`src/include/cies_pkg.sv`:
```
/*
 * cies_pkg: shared constants, opcodes and decode helpers for the instruction
 * execution core subset.
 * Assumes a 14-bit instruction word, 8-bit data and a 7-bit file address.
 */
package cies_pkg;

	localparam int INSTR_W     = 14;
	localparam int PC_W        = 13;
	localparam int DATA_W      = 8;
	localparam int FADDR_W     = 7;
	localparam int APB_AW      = 12;
	localparam int STACK_DEPTH = 8;
	localparam int WDT_PRE_W   = 7;

	// instruction fields
	localparam int OP_MSB   = 13;
	localparam int OP_LSB   = 10;
	localparam int DEST_BIT = 7;

	typedef enum logic [3:0] {
		OP_IDLE      = 4'h0,
		OP_LOAD_LIT  = 4'h1,
		OP_IRQ_RET   = 4'h2,
		OP_STORE_ACC = 4'h3,
		OP_RET_LIT   = 4'h4,
		OP_ROT_LEFT  = 4'h5,
		OP_ROT_RIGHT = 4'h6,
		OP_SLEEP     = 4'h7,
		OP_RETURN    = 4'h8,
		OP_LIT_SUB   = 4'h9,
		OP_REG_SUB   = 4'ha,
		OP_NIB_SWAP  = 4'hb,
		OP_XOR_REG   = 4'hc,
		OP_XOR_LIT   = 4'hd,
		OP_RSVD_E    = 4'he,
		OP_RSVD_F    = 4'hf
	} cies_op_e;

	// register byte offsets
	localparam logic [APB_AW-1:0] OFS_CTRL   = 12'h000;
	localparam logic [APB_AW-1:0] OFS_STATUS = 12'h004;
	localparam logic [APB_AW-1:0] OFS_ACC    = 12'h008;
	localparam logic [APB_AW-1:0] OFS_PC     = 12'h00c;
	localparam logic [APB_AW-1:0] OFS_STACK  = 12'h010;
	localparam logic [APB_AW-1:0] OFS_WDT    = 12'h014;

	// control fields
	localparam int CTRL_RUN_BIT    = 0;
	localparam int CTRL_WAKE_BIT   = 1;
	localparam int CTRL_GIE_BIT    = 2;
	localparam int CTRL_WDT_EN_BIT = 3;

	// reset values
	localparam logic [DATA_W-1:0] ACC_RST  = 8'h00;
	localparam logic [PC_W-1:0]   PC_RST   = 13'h0000;
	localparam logic [DATA_W-1:0] WDT_CLR  = 8'h00;
	localparam logic              PD_RST   = 1'b1;
	localparam logic              TO_RST   = 1'b1;

	function automatic cies_op_e op_of(input logic [INSTR_W-1:0] ir);
		return cies_op_e'(ir[OP_MSB:OP_LSB]);
	endfunction : op_of

	// ops that read a file register operand
	function automatic logic reads_freg(input cies_op_e op);
		return (op == OP_ROT_LEFT) || (op == OP_ROT_RIGHT) || (op == OP_REG_SUB) ||
			(op == OP_NIB_SWAP) || (op == OP_XOR_REG);
	endfunction : reads_freg

endpackage : cies_pkg

```
`src/rtl/cies_alu.sv`:
```
/*
 * cies_alu: combinational result and flag logic for the executed subset.
 * Assumes the caller applies the update strobes and routes the result.
 */
`timescale 1ns/1ps
module cies_alu (
	input  wire cies_pkg::cies_op_e      op_i,
	input  wire logic [7:0]              acc_i,
	input  wire logic [7:0]              freg_i,
	input  wire logic [7:0]              lit_i,
	input  wire logic                    carry_i,
	output logic      [7:0]              res_o,
	output logic                         c_o,
	output logic                         dc_o,
	output logic                         z_o,
	output logic                         upd_c_o,
	output logic                         upd_dc_o,
	output logic                         upd_z_o
);

	logic [7:0] sub_a;

	always_comb
	begin
		res_o    = acc_i;
		c_o      = carry_i;
		dc_o     = 1'b0;
		upd_c_o  = 1'b0;
		upd_dc_o = 1'b0;
		upd_z_o  = 1'b0;
		sub_a    = (op_i == cies_pkg::OP_LIT_SUB) ? lit_i : freg_i;
		unique case (op_i)
			cies_pkg::OP_LOAD_LIT, cies_pkg::OP_RET_LIT: res_o = lit_i;
			cies_pkg::OP_ROT_LEFT:
			begin
				res_o   = {freg_i[6:0], carry_i};
				c_o     = freg_i[7];
				upd_c_o = 1'b1;
			end
			cies_pkg::OP_ROT_RIGHT:
			begin
				res_o   = {carry_i, freg_i[7:1]};
				c_o     = freg_i[0];
				upd_c_o = 1'b1;
			end
			cies_pkg::OP_LIT_SUB, cies_pkg::OP_REG_SUB:
			begin
				// carry and nibble flag read as "no borrow"
				res_o    = sub_a - acc_i;
				c_o      = (sub_a >= acc_i);
				dc_o     = (sub_a[3:0] >= acc_i[3:0]);
				upd_c_o  = 1'b1;
				upd_dc_o = 1'b1;
				upd_z_o  = 1'b1;
			end
			cies_pkg::OP_NIB_SWAP: res_o = {freg_i[3:0], freg_i[7:4]};
			cies_pkg::OP_XOR_REG:
			begin
				res_o   = acc_i ^ freg_i;
				upd_z_o = 1'b1;
			end
			cies_pkg::OP_XOR_LIT:
			begin
				res_o   = acc_i ^ lit_i;
				upd_z_o = 1'b1;
			end
			default: res_o = acc_i;
		endcase
		z_o = (res_o == 8'h00);
	end

endmodule : cies_alu

```
`src/rtl/cies_wdt.sv`:
```
/*
 * cies_wdt: watchdog counter with prescaler.
 * Assumes it runs on the core clock and keeps counting while the core sleeps.
 */
`timescale 1ns/1ps
module cies_wdt #(
	parameter int PRE_W = cies_pkg::WDT_PRE_W
) (
	input  wire logic       clk_i,
	input  wire logic       rst_n_i,
	input  wire logic       en_i,
	input  wire logic       clr_i,
	output logic      [7:0] count_o,
	output logic            ovf_o
);

	logic [PRE_W-1:0] pre_q;
	logic             tick;

	assign tick = en_i && (pre_q == {PRE_W{1'b1}});

	always_ff @(posedge clk_i)
	begin
		if (!rst_n_i || clr_i)
		begin
			pre_q   <= '0;
			count_o <= cies_pkg::WDT_CLR;
		end
		else if (en_i)
		begin
			pre_q <= pre_q + {{(PRE_W-1){1'b0}}, 1'b1};
			if (tick)
				count_o <= count_o + 8'h01;
		end
	end

	always_ff @(posedge clk_i)
	begin
		if (!rst_n_i || clr_i)
			ovf_o <= 1'b0;
		else
			ovf_o <= tick && (count_o == 8'hff);
	end

endmodule : cies_wdt

```
`src/rtl/cies_core.sv`:
```
/*
 * cies_core: executes the instruction subset, with APB register access,
 * a program memory fetch port, a file register port and a return stack.
 * Assumes both memories answer one cycle after their read strobe, on CLK_I.
 */
// Operation
// RULE1: load literal copies 8-bit immediate into accumulator, flags unchanged.
// RULE2: interrupt return loads PC from stack top and sets interrupt enable.
// RULE3: store accumulator writes it to addressed file register, flags unchanged.
// RULE4: literal return loads immediate into accumulator, pops PC, two cycles.
// RULE5: rotate left through carry; only carry changes.
// RULE6: rotate right through carry; only carry changes.
// RULE7: destination bit 0 selects accumulator, 1 selects the file register.
// RULE8: sleep clears watchdog and prescaler, sets expiry flag, clears sleep flag.
// RULE9: after sleep the core halts with the oscillator stopped.
// RULE10: subroutine return pops stack into PC in two cycles, flags unchanged.
// RULE11: literal minus accumulator into accumulator, updating carry, nibble and zero.
// RULE12: register minus accumulator, routed by destination, updating three flags.
// RULE13: nibble swap of addressed register, routed by destination, no flags.
// RULE14: accumulator xor register, routed by destination, only zero flag.
// RULE15: accumulator xor literal into accumulator, only zero flag.
// RULE16: idle advances PC by one and changes nothing else.
// RULE17: zero flag follows whether the result is zero; addresses 0 to 127.
`timescale 1ns/1ps
module cies_core #(
	parameter int STACK_DEPTH = cies_pkg::STACK_DEPTH
) (
	input  wire logic                          CLK_I,
	input  wire logic                          RESETN_I,
	input  wire logic                          PSEL_I,
	input  wire logic                          PENABLE_I,
	input  wire logic                          PWRITE_I,
	input  wire logic [cies_pkg::APB_AW-1:0]   PADDR_I,
	input  wire logic [31:0]                   PWDATA_I,
	output logic      [31:0]                   PRDATA_O,
	output logic                               PREADY_O,
	output logic                               PSLVERR_O,
	output logic      [cies_pkg::PC_W-1:0]     PMEM_ADDR_O,
	output logic                               PMEM_RD_O,
	input  wire logic [cies_pkg::INSTR_W-1:0]  PMEM_DATA_I,
	output logic      [cies_pkg::FADDR_W-1:0]  FREG_ADDR_O,
	output logic                               FREG_RD_O,
	input  wire logic [7:0]                    FREG_RDATA_I,
	output logic                               FREG_WR_O,
	output logic      [7:0]                    FREG_WDATA_O,
	output logic                               OSC_RUN_O,
	output logic                               IRQ_EN_O
);

	localparam int SP_W = $clog2(STACK_DEPTH);

	typedef enum logic [2:0] {
		ST_HALT   = 3'b000,
		ST_FETCH  = 3'b001,
		ST_FWAIT  = 3'b010,
		ST_DECODE = 3'b011,
		ST_OWAIT  = 3'b100,
		ST_EXEC   = 3'b101,
		ST_RET2   = 3'b110,
		ST_SLEEP  = 3'b111
	} cies_state_e;

	cies_state_e                       state_q;
	logic [cies_pkg::INSTR_W-1:0]      ir_q;
	logic [cies_pkg::PC_W-1:0]         pc_q;
	logic [cies_pkg::PC_W-1:0]         pc_inc;
	logic [7:0]                        acc_q;
	logic                              c_q;
	logic                              dc_q;
	logic                              z_q;
	logic                              pd_q;
	logic                              to_q;
	logic                              run_q;
	logic                              wdt_en_q;
	logic [cies_pkg::PC_W-1:0]         stack_mem [STACK_DEPTH];
	logic [SP_W-1:0]                   sp_q;
	logic [cies_pkg::PC_W-1:0]         stack_top;
	cies_pkg::cies_op_e                op;
	logic                              dest_f;
	logic                              exec;
	logic                              is_ret;
	logic [7:0]                        alu_res;
	logic                              alu_c;
	logic                              alu_dc;
	logic                              alu_z;
	logic                              upd_c;
	logic                              upd_dc;
	logic                              upd_z;
	logic [7:0]                        wdt_count;
	logic                              wdt_ovf;
	logic                              apb_setup;
	logic                              apb_wr;
	logic                              wake_req;
	logic                              push_req;
	logic                              mapped;
	logic [31:0]                       rd_mux;

	assign op        = cies_pkg::op_of(ir_q);
	assign dest_f    = ir_q[cies_pkg::DEST_BIT];
	assign exec      = (state_q == ST_EXEC);
	assign is_ret    = (op == cies_pkg::OP_IRQ_RET) || (op == cies_pkg::OP_RET_LIT) ||
		(op == cies_pkg::OP_RETURN);
	assign pc_inc    = pc_q + 13'h0001;
	assign stack_top = stack_mem[sp_q - {{(SP_W-1){1'b0}}, 1'b1}];

	cies_alu u_alu (
		.op_i     (op),
		.acc_i    (acc_q),
		.freg_i   (FREG_RDATA_I),
		.lit_i    (ir_q[7:0]),
		.carry_i  (c_q),
		.res_o    (alu_res),
		.c_o      (alu_c),
		.dc_o     (alu_dc),
		.z_o      (alu_z),
		.upd_c_o  (upd_c),
		.upd_dc_o (upd_dc),
		.upd_z_o  (upd_z)
	);

	// watchdog is cleared by executing sleep
	cies_wdt u_wdt (
		.clk_i   (CLK_I),
		.rst_n_i (RESETN_I),
		.en_i    (wdt_en_q),
		.clr_i   (exec && (op == cies_pkg::OP_SLEEP)), // [RULE8]
		.count_o (wdt_count),
		.ovf_o   (wdt_ovf)
	);

	// apb slave: zero wait state, answer registered in the setup cycle
	assign apb_setup = PSEL_I && !PENABLE_I;
	assign apb_wr    = PSEL_I && PENABLE_I && PWRITE_I && PREADY_O;
	assign wake_req  = apb_wr && (PADDR_I == cies_pkg::OFS_CTRL) && PWDATA_I[cies_pkg::CTRL_WAKE_BIT];
	assign push_req  = apb_wr && (PADDR_I == cies_pkg::OFS_STACK);

	always_comb
	begin
		mapped = 1'b1;
		rd_mux = 32'h0000_0000;
		unique case (PADDR_I)
			cies_pkg::OFS_CTRL:   rd_mux = {28'h000_0000, wdt_en_q, IRQ_EN_O, 1'b0, run_q};
			cies_pkg::OFS_STATUS: rd_mux = {25'h000_0000, IRQ_EN_O, (state_q == ST_SLEEP), to_q, pd_q,
				z_q, dc_q, c_q};
			cies_pkg::OFS_ACC:    rd_mux = {24'h00_0000, acc_q};
			cies_pkg::OFS_PC:     rd_mux = {19'h0_0000, pc_q};
			cies_pkg::OFS_STACK:  rd_mux = {19'h0_0000, stack_top};
			cies_pkg::OFS_WDT:    rd_mux = {24'h00_0000, wdt_count};
			default:              mapped = 1'b0;
		endcase
	end

	always_ff @(posedge CLK_I)
	begin
		if (!RESETN_I)
		begin
			PREADY_O  <= 1'b0;
			PSLVERR_O <= 1'b0;
			PRDATA_O  <= 32'h0000_0000;
		end
		else
		begin
			PREADY_O  <= apb_setup;
			PSLVERR_O <= apb_setup && !mapped;
			PRDATA_O  <= (apb_setup && !PWRITE_I) ? rd_mux : 32'h0000_0000;
		end
	end

	always_ff @(posedge CLK_I)
	begin
		if (!RESETN_I)
		begin
			run_q    <= 1'b0;
			wdt_en_q <= 1'b0;
		end
		else if (apb_wr && (PADDR_I == cies_pkg::OFS_CTRL))
		begin
			run_q    <= PWDATA_I[cies_pkg::CTRL_RUN_BIT];
			wdt_en_q <= PWDATA_I[cies_pkg::CTRL_WDT_EN_BIT];
		end
	end

	// hardware set on interrupt return wins over a software write
	always_ff @(posedge CLK_I)
	begin
		if (!RESETN_I)
			IRQ_EN_O <= 1'b0;
		else if (exec && (op == cies_pkg::OP_IRQ_RET))
			IRQ_EN_O <= 1'b1; // [RULE2]
		else if (apb_wr && (PADDR_I == cies_pkg::OFS_CTRL))
			IRQ_EN_O <= PWDATA_I[cies_pkg::CTRL_GIE_BIT];
	end

	// return stack: software pushes, returns pop
	always_ff @(posedge CLK_I)
	begin
		if (!RESETN_I)
			sp_q <= '0;
		else if (exec && is_ret)
			sp_q <= sp_q - {{(SP_W-1){1'b0}}, 1'b1}; // [RULE10]
		else if (push_req)
		begin
			stack_mem[sp_q] <= PWDATA_I[cies_pkg::PC_W-1:0];
			sp_q            <= sp_q + {{(SP_W-1){1'b0}}, 1'b1};
		end
	end

	// sequencer
	always_ff @(posedge CLK_I)
	begin
		if (!RESETN_I)
			state_q <= ST_HALT;
		else
		begin
			unique case (state_q)
				ST_HALT:   state_q <= run_q ? ST_FETCH : ST_HALT;
				ST_FETCH:  state_q <= run_q ? ST_FWAIT : ST_HALT;
				ST_FWAIT:  state_q <= ST_DECODE;
				ST_DECODE: state_q <= ST_OWAIT;
				ST_OWAIT:  state_q <= ST_EXEC;
				ST_EXEC:
				begin
					if (is_ret)
						state_q <= ST_RET2; // [RULE4] [RULE10]
					else if (op == cies_pkg::OP_SLEEP)
						state_q <= ST_SLEEP; // [RULE9]
					else
						state_q <= ST_FETCH;
				end
				ST_RET2:   state_q <= ST_FETCH;
				ST_SLEEP:  state_q <= (wake_req || wdt_ovf) ? ST_FETCH : ST_SLEEP;
			endcase
		end
	end

	always_ff @(posedge CLK_I)
	begin
		if (!RESETN_I)
			OSC_RUN_O <= 1'b1;
		else if (exec && (op == cies_pkg::OP_SLEEP))
			OSC_RUN_O <= 1'b0; // [RULE9]
		else if (state_q == ST_SLEEP && (wake_req || wdt_ovf))
			OSC_RUN_O <= 1'b1;
	end

	// fetch port
	always_ff @(posedge CLK_I)
	begin
		if (!RESETN_I)
		begin
			PMEM_RD_O   <= 1'b0;
			PMEM_ADDR_O <= cies_pkg::PC_RST;
			ir_q        <= '0;
		end
		else
		begin
			PMEM_RD_O <= (state_q == ST_FETCH) && run_q;
			if (state_q == ST_FETCH)
				PMEM_ADDR_O <= pc_q;
			if (state_q == ST_DECODE)
				ir_q <= PMEM_DATA_I;
		end
	end

	// program counter
	always_ff @(posedge CLK_I)
	begin
		if (!RESETN_I)
			pc_q <= cies_pkg::PC_RST;
		else if (exec)
			pc_q <= is_ret ? stack_top : pc_inc; // [RULE2] [RULE4] [RULE10] [RULE16]
	end

	// file register port
	always_ff @(posedge CLK_I)
	begin
		if (!RESETN_I)
		begin
			FREG_ADDR_O  <= '0;
			FREG_RD_O    <= 1'b0;
			FREG_WR_O    <= 1'b0;
			FREG_WDATA_O <= 8'h00;
		end
		else
		begin
			if (state_q == ST_DECODE)
				FREG_ADDR_O <= PMEM_DATA_I[cies_pkg::FADDR_W-1:0]; // [RULE17]
			FREG_RD_O <= (state_q == ST_DECODE) && cies_pkg::reads_freg(cies_pkg::op_of(PMEM_DATA_I));
			FREG_WR_O <= exec && ((op == cies_pkg::OP_STORE_ACC) ||
				(cies_pkg::reads_freg(op) && dest_f)); // [RULE3] [RULE7]
			if (exec)
				FREG_WDATA_O <= (op == cies_pkg::OP_STORE_ACC) ? acc_q : alu_res; // [RULE3]
		end
	end

	// accumulator
	always_ff @(posedge CLK_I)
	begin
		if (!RESETN_I)
			acc_q <= cies_pkg::ACC_RST;
		else if (exec)
		begin
			unique case (op)
				cies_pkg::OP_LOAD_LIT, cies_pkg::OP_RET_LIT, cies_pkg::OP_LIT_SUB, cies_pkg::OP_XOR_LIT:
					acc_q <= alu_res; // [RULE1] [RULE4] [RULE11] [RULE15]
				cies_pkg::OP_ROT_LEFT, cies_pkg::OP_ROT_RIGHT, cies_pkg::OP_REG_SUB, cies_pkg::OP_NIB_SWAP,
				cies_pkg::OP_XOR_REG:
					if (!dest_f)
						acc_q <= alu_res; // [RULE5] [RULE6] [RULE7] [RULE12] [RULE13] [RULE14]
				default:
					acc_q <= acc_q;
			endcase
		end
	end

	// arithmetic flags
	always_ff @(posedge CLK_I)
	begin
		if (!RESETN_I)
		begin
			c_q  <= 1'b0;
			dc_q <= 1'b0;
			z_q  <= 1'b0;
		end
		else if (exec)
		begin
			if (upd_c)
				c_q <= alu_c; // [RULE5] [RULE6] [RULE11] [RULE12]
			if (upd_dc)
				dc_q <= alu_dc; // [RULE11] [RULE12]
			if (upd_z)
				z_q <= alu_z; // [RULE14] [RULE15] [RULE17]
		end
	end

	// power status: sleep sets expiry over a same-cycle watchdog overflow
	always_ff @(posedge CLK_I)
	begin
		if (!RESETN_I)
		begin
			pd_q <= cies_pkg::PD_RST;
			to_q <= cies_pkg::TO_RST;
		end
		else if (exec && (op == cies_pkg::OP_SLEEP))
		begin
			pd_q <= 1'b0; // [RULE8]
			to_q <= 1'b1; // [RULE8]
		end
		else if (wdt_ovf)
			to_q <= 1'b0;
	end
endmodule : cies_core

```
`config.mk`:
```
export PLATFORM = sky130hd
export DESIGN_NAME = cies_core
export DESIGN_NICKNAME = d
export VERILOG_FILES = /design/src/include/cies_pkg.sv /design/src/rtl/cies_alu.sv /design/src/rtl/cies_wdt.sv /design/src/rtl/cies_core.sv
export SDC_FILE = /design/constraint.sdc
export NUM_CORES = 1
export LEC_CHECK = 0
export BUFFER_PORTS_ARGS = -buffer_cell sky130_fd_sc_hd__buf_2
export CAP_MARGIN = 10
export CORE_MARGIN = 1.5
export CORE_UTILIZATION = 40
export CTS_CLUSTER_SIZE = 16
export DETAILED_ROUTE_END_ITERATION = 7
export GPL_ROUTABILITY_DRIVEN = 1
export PLACE_DENSITY = 0.63
export SLEW_MARGIN = 20
export SYNTH_ARGS = -nofsm -noshare
export SYNTH_HDL_FRONTEND = slang
export SYNTH_SLANG_ARGS = --single-unit
```
`constraint.sdc`:
```
create_clock -name CLK_I -period 5.1 [get_ports CLK_I]
set_clock_uncertainty 0.1 [all_clocks]
set_input_delay 0.51 -clock CLK_I [delete_from_list [all_inputs] [get_ports CLK_I]]
set_output_delay 0.51 -clock CLK_I [all_outputs]
set_load 0.1 [all_outputs]
```
==> results of run 1 <==
[stage by stage]
| stage | instance area [sq um] | utilization |
|---|---|---|
| after detailed placement | 10750 | 0.4396 |
| final | 11560 | 0.4724 |
| after CTS | 11560 | 0.4724 |
| after floorplan | 10110 | - |
| after global routing | 11560 | 0.4724 |
| after global placement | 10750 | 0.4396 |
[power breakdown]
group          internal [W]  switching, W  total [W]
Sequential          0.00174   0.000000215    0.00174
Combinational     0.0000331      0.000125   0.000158
Clock               0.00104      0.000689    0.00173
[placed cells by master, fill, tap and decap left out, types with 6 or more instances in the layout]
cell,synthesis,layout
ha_1,14,14
nor2b_1,13,13
a22oi_1,12,12
nand3b_1,7,7
a211oi_1,19,19
clkbuf_16,0,23
inv_1,25,24
mux2i_1,13,13
xor2_1,15,15
buf_4,27,21
nand2_1,114,114
and3_1,11,11
conb_1,1,19
o21ai_0,42,42
nand2b_1,7,7
buf_2,17,97
edfxtp_1,104,104
mux4_2,29,29
a32oi_1,7,7
mux2_2,15,15
nand3_1,18,18
nor3_1,19,16
nand4_1,9,9
xnor2_1,11,11
a31oi_1,6,6
dfxtp_1,103,102
nor2_1,91,91
a21oi_1,69,69
clkbuf_8,0,7
[metal layers]
layer / vias to the layer above / wire, um
met5: - / 12
met4: 2 / 767
met3: 63 / 1635
met2: 243 / 11790
met1: 3685 / 11620
li1: 3638 / -
[Yosys cell counts (all sizes together), types with 6 or more instances]
master / count / area (sq um)
a211oi: 19 / 142.6
a21oi: 69 / 345.3
a22oi: 12 / 90.09
a31oi: 6 / 37.54
a32oi: 7 / 61.31
and2: 7 / 46.30
and3: 11 / 68.82
buf: 46 / 302.8
clkbuf: 37 / 138.9
dfxtp: 103 / 2062
edfxtp: 104 / 3123
ha: 14 / 175.2
inv: 26 / 97.59
mux2: 15 / 168.9
mux2i: 13 / 130.1
mux4: 29 / 653.1
nand2: 114 / 427.9
nand2b: 7 / 43.79
nand3: 18 / 90.09
nand3b: 7 / 52.55
nand4: 9 / 56.30
nor2: 92 / 347.8
nor2b: 13 / 81.33
nor3: 20 / 105.1
o21ai: 43 / 215.2
o32ai: 6 / 71.32
xnor2: 11 / 96.34
xor2: 15 / 131.4
[layout make-up]
cell class | count | area (sq um) | area share
repair buffers | 118 | 643.1 | 0.05565
flip-flops and latches | 207 | 5186 | 0.4488
multi-input cells | 656 | 4417 | 0.3822
inverters | 27 | 101.3 | 0.008770
well taps | 324 | 405.4 | 0.03508
clock buffers | 34 | 686.9 | 0.05944
clock inverters | 8 | 116.4 | 0.01007
[tightest hold or removal path, delay by kind of cell]
kind | cells | cell delay, ps
compound gates | 1 | 50
buf+inv | 1 | 90
simple gates | 1 | 40
[flip-flops by register name, summed over array words and instances (netlist names), 3 cells and up]
register       cells
stack_mem        104
PMEM_ADDR_O       13
PRDATA_O          13
pc_q              13
ir_q              12
FREG_WDATA_O       8
acc_q              8
u_wdt.count_o      8
u_wdt.pre_q        7
sp_q               3
state_q            3
[cell families (layout without fill, tap and decap cells)]
| family | Yosys count | after routing | synth area share |
|---|---|---|---|
| and+or+nand+nor | 323 | 323 | 0.1503 |
| AOI/OAI and AO/OA | 216 | 216 | 0.1417 |
| DFF | 207 | 207 | 0.5165 |
| buffers and inverters | 110 | 187 | 0.05409 |
| muxes | 57 | 57 | 0.09485 |
| xor gates and xnor gates | 26 | 26 | 0.02268 |
| adders and majority gates | 15 | 15 | 0.01944 |
| other | 1 | 19 | 0.0003736 |
[path summary, 6_finish.rpt]
check | startpoint | endpoint | depth (start not counted)
max reg2reg | ir_q[10]$_SDFFE_PN0P_ | FREG_WDATA_O[6]$_SDFFE_PN0P_ | 13
min reg2reg | PMEM_ADDR_O[7]$_SDFFE_PN0N_ | PMEM_ADDR_O[7]$_SDFFE_PN0N_ | 2
min | PMEM_DATA_I[5] | ir_q[5]$_SDFFE_PN0P_ | 3
max | ir_q[10]$_SDFFE_PN0P_ | FREG_WDATA_O[6]$_SDFFE_PN0P_ | 13
==> flow_metrics.tcl, run 1 <==
set metrics [dict create \
    status "complete, no violations" \
    pin_count 138 \
    powerDensity_nw_per_um2 314.5 \
    clk_latency_ps 530 \
    numClockSinks 207 \
    cp_top_family "compound AO/OA/AOI/OAI gates" \
    crit_path_end_kind "register" \
    hold_viol 0 \
    critical_path_class "register to register" \
    numCtsBuffers 23 \
    critical_path_required_ps 5410 \
    clkSlewWorstSetupHoldPaths_ps 60 \
    fin_crit_sh 0.8157 \
    routed_wl_um 25830 \
    area_growth_pct 15.12 \
    coreArea_sq_um 24460 \
    grt_pass1_wl_um 40150 \
    ys.flop_type "edfxtp_1" \
    cp-start-kind "register" \
    path_cells "clkinv_1 -> nor4_2 -> buf_4 -> mux2_2 -> inv_1 -> fa_1 -> nand2b_1 -> a21oi_1 -> a31oi_1 -> xnor2_1 -> a2111oi_0 -> nor2_1 -> o21ba_2" \
    worst-path-max-fanout 10 \
    use_met1 0.2707 \
    antenna_cells 0 \
    start_util 0.4104 \
    place.gp.congestion 0.9207 \
    leakage_nw 4.121 \
    synth_edf_count 104 \
    rsz0062_at_grt "false" \
    min_period_ps 4160 \
    ys_ff_latch 207 \
    vdd_drop_max_mv 0.3099 \
    grt_util_met3 0.04186 \
    routed_via_density 5.554 \
    fillers 2276 \
    slowest_delay_ps 690 \
    post_cts_buffers 0 \
    dieArea_sq_um 26050 \
    ys_seq_area_frac 0.5165 \
    synthArstFlopShare 0 \
    hp-class "input pin to register" \
    clk_path_buf_depth 3 \
    firstDrtPassIters 7 \
    grt_use_met2 0.3063 \
    io_buffers 97 \
    power_w 0.003634 \
    row_count 57 \
    grt_start_max_net_pins 57 \
    antenna_found_initial 1 \
    ys_warn_count 0 \
    top_usage_layer "met2" \
    slew_headroom 0.3951 \
    drive_above_1_share 0.2086 \
    drtAntennaViolNets 0 \
    max_freq_mhz 240.4 \
    whs_ps 123.9 \
    dpl.cell_count 1332 \
    die_width_um 161.4 \
    route.detailed.drc 0 \
    route.vias.total 7631 \
    synthesis.instances 955 \
    worst_pin_slew_ps 907.3 \
    setup_viol 0 \
    grt-ovfl-total 0 \
    h-tree-depth 1 \
    final_net_count 1119 \
    grt_usage 0.1955 \
    arrival_ps 4470 \
    setup_ws_ps 939.7 \
    crit_buf_inv 3 \
    wl_per_cell_um 18.80 \
    dpl_worst_slack_ps 971.1 \
    cts_hold_buf 0 \
    post_cts_resize_count 0 \
    r2r_setup_slack_ps 940 \
    grt_pass1_vias 7201 \
    synth.avg_cell_area_sq_um 10.51 \
    synth_cell_types 77 \
    drt_iter0_drc 713 \
    cap_violations 0 \
    finalMaxSlewViolations 0 \
    die_h_um 161.4 \
    dpl.hpwl_um 17800 \
    cpMaxStageDelayCell "nor4_2" \
    cts_tree "built" \
    cts.root.buffer_cell "clkbuf_16" \
    stdcell_count 1374 \
    fin_tns_setup_ps 0 \
    syn_area_sq_um 10040 \
]
(Power assumes the default switching activity.)
==> inputs of run 2 (changes only) <==
ABC_AREA = 1   (was default)
clock period = 4.2 ns   (was 5.1 ns; I/O delays follow)
==> flow_metrics.tcl, run 2 <==
set metrics [dict create \
    cts.root.buffer_cell "clkbuf_16" \
    slew_headroom 0.4030 \
    setup_ws_ps 1076 \
    finalMaxSlewViolations 0 \
    numClockSinks 207 \
    syn_area_sq_um 9963 \
    worst-path-max-fanout 26 \
    area_growth_pct 15.86 \
    final_common_cell "nand2_1" \
    synthArstFlopShare 0 \
    grt_pass1_vias 7512 \
    fin_crit_sh 0.7437 \
    arrival_ps 3430 \
    dieArea_sq_um 25860 \
    synth_edf_count 104 \
    cp-start-kind "register" \
    ys_warn_count 0 \
    hp-class "input pin to register" \
    grt_pass1_wl_um 40890 \
    powerDensity_nw_per_um2 446.4 \
    ys_ff_latch 207 \
    rsz0062_at_grt "false" \
    routed_via_density 5.150 \
    grt_usage 0.1998 \
    power_w 0.005153 \
    start_util 0.4085 \
    status "complete, no violations" \
    yosys.area.top_type "edfxtp_1" \
    final_cell_mix "nand2_1, nor2_1, o21ai_0" \
    synth_cell_types 47 \
    clkSlewWorstSetupHoldPaths_ps 60 \
    dpl.hpwl_um 18230 \
    place.gp.congestion 0.9144 \
    setup_viol 0 \
    firstDrtPassIters 5 \
    routed_wl_um 26110 \
    ys_seq_area_frac 0.5204 \
    io_buffers 97 \
    largest_register "stack_mem" \
    min_period_ps 3124 \
    route.detailed.drc 0 \
    ys.flop_type "edfxtp_1" \
    pwr-share-comb 0.157 \
    post_cts_resize_count 0 \
    power.internal_w 0.003640 \
    hold_viol 0 \
    numCtsBuffers 23 \
    cap_violations 0 \
    clk_latency_ps 520 \
    die_h_um 160.8 \
    synthTopCellsByCount "nand2_1, nor2_1, o21ai_0, inv_1, edfxtp_1" \
    crit_path_end_kind "register" \
    grt-ovfl-total 0 \
    drive_above_1_share 0.1551 \
    coreArea_sq_um 24390 \
    clock_power_share 0.411 \
    cts_tree "built" \
    worst_pin_slew_ps 894.5 \
    critical_path_required_ps 4510 \
    utilization 0.4733 \
    critical_path_class "register to register" \
    synth.top_cells.by_area "edfxtp_1, dfxtp_1, nand2_1" \
    yosysTopAreaCellShare 0.3134 \
    dpl_worst_slack_ps 1090 \
    synthesis.instances 1185 \
    max_freq_mhz 320.2 \
    wl_per_cell_um 16.11 \
    final_net_count 1367 \
    stdcell_area_sq_um 11540 \
    synth.avg_cell_area_sq_um 8.408 \
    pin_count 138 \
    p_sw_frac 0.2935 \
    leakage_nw 4.717 \
    die_width_um 160.8 \
    cts_hold_buf 0 \
    h-tree-depth 1 \
    fin_tns_setup_ps 0 \
    route.vias.total 8348 \
    pwr-share-seq 0.433 \
    post_cts_buffers 0 \
    switching_power_w 0.001512 \
    drtAntennaViolNets 0 \
    grt_start_max_net_pins 57 \
    yosysMostFrequentCell "nand2_1" \
    row_count 57 \
    vdd_drop_max_mv 0.3793 \
    placed_cell_area_sq_um 10750 \
    clk_path_buf_depth 3 \
    antenna_found_initial 1 \
    largest_register_ffs 104 \
    drt_iter0_drc 649 \
]
==> run 2: cell types whose count changed after synthesis, sizes merged, moves of 11 or more <==
cell | previous run | this run
a211oi | 19 | 3
and3 | 11 | 0
buf | 46 | 30
inv | 26 | 121
mux2 | 15 | 0
mux2i | 13 | 0
mux4 | 29 | 0
nand2 | 114 | 228
nand3 | 18 | 76
nor2 | 92 | 153
nor2b | 13 | 0
o21ai | 43 | 130
o221ai | 2 | 13
o22ai | 5 | 31
==> run 2: worst paths after layout <==
kind	endpoint	slack, ps	cells after the start	startpoint
setup / recovery	PRDATA_O[6]$_SDFF_PN0_	1080	9	sp_q[1]$_SDFFE_PN0P_
hold / removal	PREADY_O$_SDFF_PN0_	70	2	PENABLE_I
setup reg to reg	PRDATA_O[6]$_SDFF_PN0_	1080	9	sp_q[1]$_SDFFE_PN0P_
hold reg to reg	to_q$_SDFFE_PP1P_	340	1	u_wdt.ovf_o$_SDFF_PP0_
==> run 2: worst max-delay path, cell delays in order, from the launching register on <==
cell and delay (ps):
dfxtp_1 520, inv_1 210, ha_1 330, inv_1 650, o21ai_0 200, o221ai_1 220
o21ai_0 310, o221ai_1 250, nor2_1 60, nor2_1 160
==> run 2: layer usage <==
metal	global-route usage	wire, um
met4	0.06187	621
met3	0.03254	1512
met2	0.3058	11460
met1	0.2895	12510
met5	0	0
==> run 2: cell families after synthesis <==
family                   count (synthesis)  synth area share
AO/OA/AOI/OAI                          275            0.1543
adder cells (fa/ha/maj)                 15           0.01959
flip-flops                             207            0.5204
XOR/XNOR                                13           0.01143
AND/OR/NAND/NOR                        488            0.2122
buffers and inverters                  186           0.08163
other                                    1         0.0003764
==> run 2: metrics by stage <==
stage,cells,hold WS (ps)
6_report,1621,67.95
5_1_grt,1620,60.56
4_1_cts,1620,44.72
3_5_place_dp,1580,328.2
3_3_place_gp,1580,313.8
2_1_floorplan,1203,305.6
==> run 2: power by group through the flow <==
stage / combinational [W] / sequential [W] / clock [W]
finish: 0.000806 / 0.00223 / 0.00212
global route: 0.000862 / 0.00224 / 0.00224
CTS: 0.000806 / 0.00223 / 0.00215
detailed placement: 0.000804 / 0.00227 / 0
global placement: 0.000798 / 0.00227 / 0
floorplan: 0.000380 / 0.00255 / 0
==> run 2: cell type report <==
type                    instances  area (sq um)
diodes                          1         2.502
clock buffers                  28         594.3
clock inverters                12         193.9
fillers                      2403         12850
inverters                     123         461.7
multi-input cells             810          4073
flip-flops and latches        207          5185
well taps                     324         405.4
repair buffers                116         628.1
==> inputs of run 3 (changes only) <==
PLACE_DENSITY = 0.65   (was 0.63)
clock period = 2.8 ns   (was 4.2 ns; I/O delays follow)
==> flow_metrics.tcl, run 3 (synthesized netlist as in run 2, its figures left out) <==
set metrics [dict create \
    status "complete, no violations" \
    numClockSinks 207 \
    route.vias.total 8594 \
    crit_path_end_kind "register" \
    powerDensity_nw_per_um2 649.1 \
    vdd_drop_max_mv 0.6297 \
    clk_path_buf_depth 3 \
    dieArea_sq_um 25860 \
    cap_violations 0 \
    seq_area_sq_um 5185 \
    grt_pass1_vias 8058 \
    worst_pin_slew_ps 598.6 \
    grt_usage 0.2086 \
    numCtsBuffers 24 \
    leakage_nw 4.967 \
    dpl.cell_count 1600 \
    arrival_ps 2930 \
    largest_register_ffs 104 \
    cts.root.buffer_cell "clkbuf_16" \
    fin_crit_sh 0.9213 \
    routed_wl_um 27200 \
    dpl.hpwl_um 19280 \
    antenna_found_initial 0 \
    firstDrtPassIters 5 \
    grt_pass1_wl_um 42760 \
    wl_per_cell_um 16.25 \
    die_h_um 160.8 \
    grt_start_max_net_pins 57 \
    whs_ps 53.40 \
    max_freq_mhz 387.7 \
    clk_latency_ps 530 \
    largest_register "stack_mem" \
    fillers 2345 \
    final_cell_mix "nand2_1, nor2_1, o21ai_0" \
    drt_iter0_drc 859 \
    multi_input_area_sq_um 4086 \
    worst-path-max-fanout 13 \
    setup_viol 0 \
    clkSlewWorstSetupHoldPaths_ps 60 \
    slew_headroom 0.5967 \
    cts_tree "built" \
    critical_path_class "register to register" \
    drive_above_1_share 0.1696 \
    area_growth_pct 21.07 \
    hp-class "input pin to register" \
    grt-ovfl-total 0 \
    coreArea_sq_um 24390 \
    final_net_count 1418 \
    hold_viol 0 \
    start_util 0.4085 \
    route.detailed.drc 0 \
    io_buffers 97 \
    place.gp.congestion 0.9188 \
    die_width_um 160.8 \
    row_count 57 \
    stdcell_count 1674 \
    drtAntennaViolNets 0 \
    fin_tns_setup_ps 0 \
    finalMaxSlewViolations 0 \
    critical_path_required_ps 3150 \
    h-tree-depth 1 \
    antenna_cells 0 \
    min_period_ps 2580 \
    final_common_cell "nand2_1" \
    cp-start-kind "register" \
    pin_count 138 \
    routed_via_density 5.134 \
]
run 3: final cells by class:
cell class | count | share of cell area
Tap cell | 324 | 0.03361
Clock buffer | 29 | 0.05134
Timing Repair Buffer | 166 | 0.09107
Inverter | 123 | 0.03827
Sequential cell | 207 | 0.4298
Multi-Input combinational cell | 810 | 0.3388
Clock inverter | 15 | 0.01711
run 3: per-stage QoR:
step	setup WS [ps]	total power (W)	utilization	area, sq um
2_1_floorplan	-200.1	0.004395	-	10030
3_3_place_gp	153.7	0.004612	0.4480	10930
3_5_place_dp	134.5	0.004624	0.4480	10930
4_1_cts	104.2	0.007878	0.4934	12030
5_1_grt	-3.203	0.008094	0.4946	12060
6_report	220.4	0.007830	0.4946	12060
run 3: timing repair:
item / in CTS / in global routing
resized for setup: 0 / 9
setup buffers: 0 / 2
hold buffers: 28 / 0
hold endpoints to repair: 118 / 0
setup endpoints to repair: 0 / 3
run 3: routing by layer:
layer / vias up / share of wire / track usage
met2: 297 / 0.45 / 0.3349
met5: - / 0 / 0
li1: 4281 / - / -
met4: 0 / 0.024 / 0.06271
met1: 3973 / 0.46 / 0.2908
met3: 43 / 0.067 / 0.03228
run 3: final timing paths:
| check | from | endpoint | slack (ps) | cells past startpoint |
|---|---|---|---|---|
| min reg2reg | u_wdt.ovf_o$_SDFF_PP0_ | to_q$_SDFFE_PP1P_ | 340 | 1 |
| max | ir_q[13]$_SDFFE_PN0P_ | z_q$_SDFFE_PN0P_ | 220 | 18 |
| max reg2reg | ir_q[13]$_SDFFE_PN0P_ | z_q$_SDFFE_PN0P_ | 220 | 18 |
| min | FREG_RDATA_I[7] | c_q$_SDFFE_PN0P_ | 50 | 3 |
run 3: critical path: stages (launching register included):
cell	delay [ps]
dfxtp_1	350
inv_2	60
nor2_4	160
nand2_4	120
nand2_1	70
o21ai_1	80
ha_2	190
fa_2	350
inv_1	100
nand3_1	100
nand2_1	100
nand2_1	50
nand3_1	70
nand2_2	60
o21ai_2	190
nand2_1	80
nor2_1	80
nand3_1	70
a21oi_1	120
run 3: where the power goes:
group | switching [W] | internal, W
Combinational | 0.00101 | 0.000248
Clock | 0.00126 | 0.00196
Sequential | 0.0000665 | 0.00328
Total | 0.00234 | 0.00549
